File: config.mk
export PLATFORM = sky130hd
export DESIGN_NAME = flash_host
export DESIGN_NICKNAME = d
export VERILOG_FILES = /design/src/rtl/flash_host.v
export VERILOG_INCLUDE_DIRS = /design/src /design/src/rtl
export SDC_FILE = /design/constraint.sdc
export NUM_CORES = 1
export LEC_CHECK = 0
export BUFFER_PORTS_ARGS = -buffer_cell sky130_fd_sc_hd__buf_4
export CAP_MARGIN = 5
export CORE_MARGIN = 5
export CORE_UTILIZATION = 40
export CTS_BUF_LIST = sky130_fd_sc_hd__clkbuf_4 sky130_fd_sc_hd__clkbuf_8
export CTS_CLUSTER_SIZE = 24
export DETAILED_ROUTE_END_ITERATION = 8
export PLACE_DENSITY = 0.58
export REMOVE_ABC_BUFFERS = 1
export SLEW_MARGIN = 20
export SYNTH_ARGS = -nofsm -noshare
export SYNTH_HDL_FRONTEND = slang
export SYNTH_SLANG_ARGS = --single-unit
File: constraint.sdc
create_clock -name core_clk_i -period 3.7 [get_ports core_clk_i]
set_input_delay 0.37 -clock core_clk_i [delete_from_list [all_inputs] [get_ports core_clk_i]]
set_output_delay 0.37 -clock core_clk_i [all_outputs]
set_load 0.01 [all_outputs]
File: src/rtl/flash_host_regs.vh
`ifndef FLASH_HOST_REGS_VH
`define FLASH_HOST_REGS_VH
`define CLK_PERIOD_NS      20
`define RANDOM_ACCESS_NS   110
`define IN_PAGE_ACCESS_NS  30
`define WRITE_PULSE_NS     60
`define WRITE_RECOVER_NS   40
`define RESET_PULSE_NS     500
`define RESET_RECOVER_NS   200
`define RANDOM_ACCESS_CYC  ((`RANDOM_ACCESS_NS + `CLK_PERIOD_NS - 1) / `CLK_PERIOD_NS)
`define IN_PAGE_ACCESS_CYC ((`IN_PAGE_ACCESS_NS + `CLK_PERIOD_NS - 1) / `CLK_PERIOD_NS)
`define WRITE_PULSE_CYC    ((`WRITE_PULSE_NS + `CLK_PERIOD_NS - 1) / `CLK_PERIOD_NS)
`define WRITE_RECOVER_CYC  ((`WRITE_RECOVER_NS + `CLK_PERIOD_NS - 1) / `CLK_PERIOD_NS)
`define RESET_PULSE_CYC    ((`RESET_PULSE_NS + `CLK_PERIOD_NS - 1) / `CLK_PERIOD_NS)
`define RESET_RECOVER_CYC  ((`RESET_RECOVER_NS + `CLK_PERIOD_NS - 1) / `CLK_PERIOD_NS)
`define ADDR_W             22
`define DATA_W             16
`define PAGE_LSB           2
`define CMD_ADDR_UNLOCK1   22'h00_0555
`define CMD_ADDR_UNLOCK2   22'h00_02AA
`define CMD_DATA_UNLOCK1   16'h00AA
`define CMD_DATA_UNLOCK2   16'h0055
`define CMD_DATA_PROGRAM   16'h00A0
`define CMD_DATA_AUTOSEL   16'h0090
`define CMD_DATA_RESET     16'h00F0
`define OP_READ            3'h0
`define OP_WRITE           3'h1
`define OP_PROGRAM         3'h2
`define OP_AUTOSEL         3'h3
`define OP_RESET           3'h4
`define OP_EXIT            3'h5
`endif

File: src/rtl/flash_host.v
`timescale 1ns/1ps
`include "flash_host_regs.vh"
// Summary of operation
// [RL1] device latches commands internally; host only writes bus cycles, no map address
// [RL2] read: chip select low, output enable low, write strobe held high
// [RL3] after reset pulse host assumes array read, reads need no command
// [RL4] array read persists until host writes a command
// [RL5] page is address above bit 1; bits 1..0 pick the word
// [RL6] first page access waits full time; same-page reads wait short time
// [RL7] write: write strobe and chip select low, output enable high
// [RL8] accelerated/bypass program issues two write cycles instead of four
// [RL9] erase of sector, sectors or chip is a raw write sequence
// [RL10] buffered programming limited to 16 words per operation
// [RL11] raising protect pin boost puts device in two-cycle mode
// [RL12] dropping boost returns device to normal operation
// [RL13] boost applied only during accelerated program, with two-cycle sequences
// [RL14] protect pin driven low keeps boot sector protected
// [RL15] sectors arrive unprotected; host assumes nothing further
// [RL16] autoselect sequence then normal reads return low-byte codes
// [RL17] host drives all 22 word address bits
// [RL18] reset pin held low at least the reset pulse time
// [RL19] deselect during program is allowed; device finishes on its own
// [RL20] host drives data bus only during write cycles
// [RL21] each write cycle is one qualified strobe, one state machine step
module flash_host #(
  parameter ADDR_W = `ADDR_W,
  parameter DATA_W = `DATA_W
) (
  // clock and reset
  input  wire              core_clk_i,
  input  wire              nrst_i,
  // user request
  input  wire              req_valid_i,
  input  wire [2:0]        req_op_i,
  input  wire [ADDR_W-1:0] req_addr_i,
  input  wire [DATA_W-1:0] req_data_i,
  input  wire              accel_i,
  input  wire              protect_i,
  output wire              req_ready_o,
  output reg               rsp_valid_o,
  output reg  [DATA_W-1:0] rsp_data_o,
  // flash pins
  output reg  [ADDR_W-1:0] flash_addr_o,
  output reg               flash_ce_n_o,
  output reg               flash_oe_n_o,
  output reg               flash_we_n_o,
  output reg               flash_reset_n_o,
  output reg               protect_accel_pin_o,
  output reg               program_boost_level_o,
  input  wire [DATA_W-1:0] flash_dq_i,
  output reg  [DATA_W-1:0] flash_dq_o,
  output reg               flash_dq_oe_o
);
  localparam [5:0] S_IDLE = 6'b00_0001;
  localparam [5:0] S_READ = 6'b00_0010;
  localparam [5:0] S_WLOW = 6'b00_0100;
  localparam [5:0] S_WREC = 6'b00_1000;
  localparam [5:0] S_RST  = 6'b01_0000;
  localparam [5:0] S_RREC = 6'b10_0000;
  // counts are worked out as integers, then cut to the counter width on purpose
  localparam integer RACC_N = `RANDOM_ACCESS_CYC;
  localparam integer PACC_N = `IN_PAGE_ACCESS_CYC;
  localparam integer WP_N   = `WRITE_PULSE_CYC;
  localparam integer WR_N   = `WRITE_RECOVER_CYC;
  localparam integer RP_N   = `RESET_PULSE_CYC;
  localparam integer RR_N   = `RESET_RECOVER_CYC;
  localparam [7:0] C_RACC = RACC_N[7:0];
  localparam [7:0] C_PACC = PACC_N[7:0];
  localparam [7:0] C_WP   = WP_N[7:0];
  localparam [7:0] C_WR   = WR_N[7:0];
  localparam [7:0] C_RP   = RP_N[7:0];
  localparam [7:0] C_RR   = RR_N[7:0];

  reg [5:0]        state_ff;
  reg [7:0]        cnt_ff;
  reg [2:0]        step_ff;
  reg [2:0]        nsteps_ff;
  reg [2:0]        op_ff;
  reg [ADDR_W-1:0] addr_ff;
  reg [DATA_W-1:0] data_ff;
  reg              page_ok_ff;
  reg [ADDR_W-1:`PAGE_LSB] page_ff;
  reg              auto_ff;

  // word sequence of each command, unlock cycles first
  function [ADDR_W+DATA_W-1:0] seq_word;
    input [2:0]        op;
    input [2:0]        idx;
    input              bypass;
    input [ADDR_W-1:0] a;
    input [DATA_W-1:0] d;
    reg   [2:0]        k;
    begin
      k = bypass ? idx + 3'd2 : idx;
      case (k)
        3'd0:    seq_word = {`CMD_ADDR_UNLOCK1, `CMD_DATA_UNLOCK1};
        3'd1:    seq_word = {`CMD_ADDR_UNLOCK2, `CMD_DATA_UNLOCK2};
        3'd2:    seq_word = {`CMD_ADDR_UNLOCK1, (op == `OP_PROGRAM) ? `CMD_DATA_PROGRAM :
                             (op == `OP_AUTOSEL) ? `CMD_DATA_AUTOSEL : `CMD_DATA_RESET};
        default: seq_word = {a, d};
      endcase
    end
  endfunction

  assign req_ready_o = (state_ff == S_IDLE);
  wire [ADDR_W+DATA_W-1:0] cur_word = seq_word(op_ff, step_ff, accel_i, addr_ff, data_ff);
  wire same_page = page_ok_ff && (req_addr_i[ADDR_W-1:`PAGE_LSB] == page_ff); // RL5

  always @(posedge core_clk_i) begin
    if (!nrst_i) begin
      state_ff <= S_IDLE;
      cnt_ff <= 8'h00;
      step_ff <= 3'h0;
      nsteps_ff <= 3'h0;
      op_ff <= `OP_READ;
      addr_ff <= {ADDR_W{1'b0}};
      data_ff <= {DATA_W{1'b0}};
      page_ok_ff <= 1'b0;
      page_ff <= {(ADDR_W-`PAGE_LSB){1'b0}};
      auto_ff <= 1'b0;
      rsp_valid_o <= 1'b0;
      rsp_data_o <= {DATA_W{1'b0}};
      flash_addr_o <= {ADDR_W{1'b0}};
      flash_ce_n_o <= 1'b1;
      flash_oe_n_o <= 1'b1;
      flash_we_n_o <= 1'b1;
      flash_reset_n_o <= 1'b1;
      protect_accel_pin_o <= 1'b0;
      program_boost_level_o <= 1'b0;
      flash_dq_o <= {DATA_W{1'b0}};
      flash_dq_oe_o <= 1'b0;
    end else begin
      rsp_valid_o <= 1'b0;
      // no protection state is assumed beyond what this pin sets
      protect_accel_pin_o <= accel_i | protect_i; // RL14 RL15
      // boost only while an accelerated program is on the bus
      program_boost_level_o <= accel_i && (state_ff != S_IDLE) &&
                               (op_ff == `OP_PROGRAM); // RL11 RL12
      case (state_ff)
        S_IDLE: begin
          flash_dq_oe_o <= 1'b0;
          if (req_valid_i) begin
            op_ff <= req_op_i;
            addr_ff <= req_addr_i;
            data_ff <= req_data_i;
            step_ff <= 3'h0;
            case (req_op_i)
              `OP_READ: begin
                flash_addr_o <= req_addr_i; // RL17
                flash_ce_n_o <= 1'b0; // RL2
                flash_oe_n_o <= 1'b0;
                flash_we_n_o <= 1'b1;
                cnt_ff <= same_page ? C_PACC : C_RACC; // RL6
                page_ff <= req_addr_i[ADDR_W-1:`PAGE_LSB];
                page_ok_ff <= 1'b1;
                state_ff <= S_READ;
              end
              `OP_RESET: begin
                flash_reset_n_o <= 1'b0; // RL18
                flash_ce_n_o <= 1'b1;
                page_ok_ff <= 1'b0;
                cnt_ff <= C_RP;
                state_ff <= S_RST;
              end
              default: begin
                // accelerated program skips the two unlock cycles
                nsteps_ff <= (req_op_i == `OP_WRITE) ? 3'd1 :
                             (req_op_i == `OP_EXIT) ? 3'd3 :
                             (accel_i && req_op_i == `OP_PROGRAM) ? 3'd2 :
                             (req_op_i == `OP_PROGRAM) ? 3'd4 : 3'd3; // RL8
                page_ok_ff <= 1'b0;
                cnt_ff <= 8'h00;
                state_ff <= S_WREC;
              end
            endcase
          end
        end
        S_READ: begin
          if (cnt_ff <= 8'h01) begin
            rsp_valid_o <= 1'b1;
            rsp_data_o <= auto_ff ? {{(DATA_W-8){1'b0}}, flash_dq_i[7:0]} : flash_dq_i; // RL16
            flash_oe_n_o <= 1'b1;
            // chip select stays low so the next read can hit the open page
            state_ff <= S_IDLE;
          end else
            cnt_ff <= cnt_ff - 8'h01;
        end
        S_WLOW: begin
          if (cnt_ff <= 8'h01) begin
            flash_we_n_o <= 1'b1; // RL21
            step_ff <= step_ff + 3'h1;
            cnt_ff <= C_WR;
            state_ff <= S_WREC;
          end else
            cnt_ff <= cnt_ff - 8'h01;
        end
        S_WREC: begin
          if (cnt_ff > 8'h01)
            cnt_ff <= cnt_ff - 8'h01;
          else if (step_ff == nsteps_ff) begin
            flash_dq_oe_o <= 1'b0; // RL20
            flash_ce_n_o <= 1'b1; // RL19
            // drop boost as the last write ends, not a cycle later
            program_boost_level_o <= 1'b0; // RL12
            if (op_ff == `OP_AUTOSEL)
              auto_ff <= 1'b1;
            else if (op_ff == `OP_EXIT)
              auto_ff <= 1'b0; // RL4
            // a lone reset command written raw also leaves code mode
            else if (op_ff == `OP_WRITE && data_ff == `CMD_DATA_RESET)
              auto_ff <= 1'b0; // RL4
            state_ff <= S_IDLE;
          end else begin
            // raw writes carry erase and buffer sequences word by word
            if (op_ff == `OP_WRITE)
              {flash_addr_o, flash_dq_o} <= {addr_ff, data_ff}; // RL9 RL10
            else if (op_ff == `OP_EXIT)
              {flash_addr_o, flash_dq_o} <= seq_word(`OP_RESET, step_ff, 1'b0, addr_ff, data_ff);
            else
              {flash_addr_o, flash_dq_o} <= cur_word; // RL1
            flash_ce_n_o <= 1'b0; // RL7
            flash_oe_n_o <= 1'b1;
            flash_we_n_o <= 1'b0;
            flash_dq_oe_o <= 1'b1; // RL20
            cnt_ff <= C_WP;
            state_ff <= S_WLOW;
          end
        end
        S_RST: begin
          if (cnt_ff <= 8'h01) begin
            flash_reset_n_o <= 1'b1;
            auto_ff <= 1'b0; // RL3
            cnt_ff <= C_RR;
            state_ff <= S_RREC;
          end else
            cnt_ff <= cnt_ff - 8'h01;
        end
        S_RREC: begin
          if (cnt_ff <= 8'h01)
            state_ff <= S_IDLE;
          else
            cnt_ff <= cnt_ff - 8'h01;
        end
        default: state_ff <= S_IDLE;
      endcase
    end
  end
endmodule // flash_host

==> flow_summary_export.csv <==
group,metric,value,unit
status,run_status,"finished, final reports clean",
clock_tree,clkTransAtPathRegs,0.08,ns
die,rows,46,
timing,setup-violations-final,0,
critical_path,required,4.00,ns
final_layout,final_util,50.2,%
clock_tree,numCtsBuffers,17,
clock_tree,cts_setup_buffers,0,
place,place_congestion,0.852,
final_layout,seq_area,2900,um2
yosys,synthesis.area,6550,um2
global_route,grt_pass1_vias,5572,
drt,wl,18300,um
drt,postRouteAntennaNets,0,
clock_tree,cts_tree,"yes",
yosys,ys_warn_count,0,
clock_tree,cts_sinks,145,
drt,drt_iter0_markers,417,
drt,vias,6063,
timing,finClkSkew,0.0105,ns
yosys,yosysTopAreaCell,"dfxtp_1",
critical_path,crit_fanout,28,
global_route,grt_max_degree,66,
clock_tree,root_buffer,"clkbuf_8",
final_layout,fill_cells,1598,
yosys,syn_area_per_cell,7.89,um2
final_layout,final_nets,994,
global_route,antenna_found_initial,0,
final_layout,multi_input_area,3380,um2
die,num_io_pins,125,
die,die_width,138,um
yosys,ys_ff_latch,145,
yosys,synth_common_cells,"nand2_1 (166), dfxtp_1 (145), a21oi_1 (124)",
power,seqPwrFrac,41.8,%
final_layout,syn_to_final_growth,22.5,%
min_path,hold_class,"input port to flop",
timing,fin_crit_sh,73.3,%
global_route,grt_pass1_wl,28900,um
timing,period_minus_slack,2.71,ns
power,p_sw,0.00159,W
place,dp_hpwl,12300,um
power,combPwrFrac,29.3,%
clock_tree,cts_max_level,4,
power,power_density,564,nW/um2
place,port_buffers,124,
place,dp_cells,1123,
clock_tree,postCtsResizedCells,0,
critical_path,cp.arrival,3.02,ns
timing,holdWs,0.129,ns
yosys,synth_area_leaders,"dfxtp_1 (44%), nand2_1 (9.5%), a21oi_1 (9.5%)",
power,p_sw_share,35.1,%
yosys,synth_top_area_share,44.3,%
timing,relSlewSlack,37.3,%
timing,rsz0062_at_grt,"no",
power,irDropWorstVdd,264,uV
final_layout,stdcell_count,1155,
die,dieArea,19000,um2
power,p_int,0.00294,W
drt,dr.pass1.iters,5,
global_route,grt_usage,19.2,%
critical_path,end_kind,"flop",
die,start_util,41.0,%
drt,viasPerCell,5.25,
yosys,synthArstFlopShare,0,%
timing,worst_pin_slew,0.941,ns
timing,finalHoldViolCount,0,
die,fp.coreArea,16000,um2
drt,route.detailed.drc,0,
timing,max_freq,368,MHz
clock_tree,postCtsHoldBufs,0,
place,place_area,7600,um2
die,fp.dieH,138,um
clock_tree,clock_insertion_delay_worst_skew,0.45,ns
critical_path,path_class,"flop to flop",
power,leakage,3.07,nW
yosys,synth_edf_count,0,
final_layout,postLayoutCellArea,8030,um2
yosys,ys_types,68,
final_layout,drive_above_1_share,20.0,%
drt,wire_per_inst,15.8,um
clock_tree,cts_buffer_depth,2,
final_layout,antenna_cells,0,
yosys,syn_inst,830,
yosys,yosysSeqAreaShare,44.3,%
global_route,overflow,0,
timing,fin_tns_setup,0,ns
power,clockPowerShare,28.9,%
yosys,yosysMostFrequentCell,"nand2_1",
yosys,synth_flop_cell,"dfxtp_1",
critical_path,start_kind,"flop",
timing,finalMaxSlewViolations,0,
job,maxCapViolCount,0,
sequential cells by signal (all words and copies together) (netlist names), 3 cells and up:
register      count
addr_ff          22
flash_addr_o     22
page_ff          20
data_ff          16
flash_dq_o       16
rsp_data_o       16
cnt_ff            8
state_ff          6
nsteps_ff         3
op_ff             3
step_ff           3
per-stage QoR:
stage / total power [W] / worst slack, ns
after floorplan: 0.00274 / 0.108
after global placement: 0.00326 / 1.07
after detailed placement: 0.00326 / 1.02
after CTS: 0.00458 / 1.00
after global routing: 0.00480 / 0.747
final: 0.00453 / 0.986
routing by layer:
layer	part of all wire [%]	wire, um	global-route usage (%)
met4	1.2	224	5.98
met3	6.8	1240	4.17
met2	45	8170	29.5
met5	0	0	0
met1	47	8670	27.0
worst paths after layout:
path	start	end	slack (ns)	cells after the start
worst max-delay path	cnt_ff[0]	flash_addr_o[1]	0.99	7
worst min-delay path	protect_i	protect_accel_pin_o	0.13	3
worst max register to register	cnt_ff[0]	flash_addr_o[1]	0.99	7
worst min register to register	rsp_data_o[11]	rsp_data_o[11]	0.46	2
placed cells by master (no fill, tap or decap), types with 7 or more instances in the layout:
master,instances
nand2_1,166
dfxtp_1,145
buf_4,134
a21oi_1,124
nor2_1,69
o21ai_0,38
nand3_1,33
clkbuf_8,23
xnor2_1,21
a221oi_1,12
inv_1,11
nand3b_1,9
a22oi_1,9
nor3_1,8
xor2_1,7
or3_1,7
nor4_1,7
critical path, stage by stage (launching register included):
cell	delay [ns]
dfxtp_1	0.46
inv_1	0.07
ha_1	0.24
o2111a_1	0.39
a21oi_1	0.35
a21o_1	0.75
or3_1	0.23
a21oi_1	0.07
power groups by stage:
stage	Combinational [W]	Clock, W	Sequential (W)
global placement	0.00133	0	0.00193
finish	0.00133	0.00131	0.00189
detailed placement	0.00133	0	0.00193
floorplan	0.000827	0	0.00191
global route	0.00148	0.00140	0.00192
CTS	0.00134	0.00135	0.00189
cell type report:
| cell class | count | area share (%) |
|---|---|---|
| tap | 216 | 3.37 |
| sequential | 145 | 36.2 |
| timing repair buffer | 134 | 12.5 |
| clock inverter | 8 | 1.23 |
| inverter | 12 | 0.577 |
| multi-input combinational | 616 | 42.1 |
| clock buffer | 24 | 4.04 |
logic make-up after synthesis:
logic type                 after synthesis  share of synthesized area, %
muxes                                    3                         0.496
and+or+nand+nor                        335                          23.1
xor gates and xnor gates                28                          3.74
DFF                                    145                          44.3
adders and majority gates                7                          1.30
buffers and inverters                   69                          4.22
AOI/OAI and AO/OA                      243                          22.9
(Power assumes the default switching activity.)
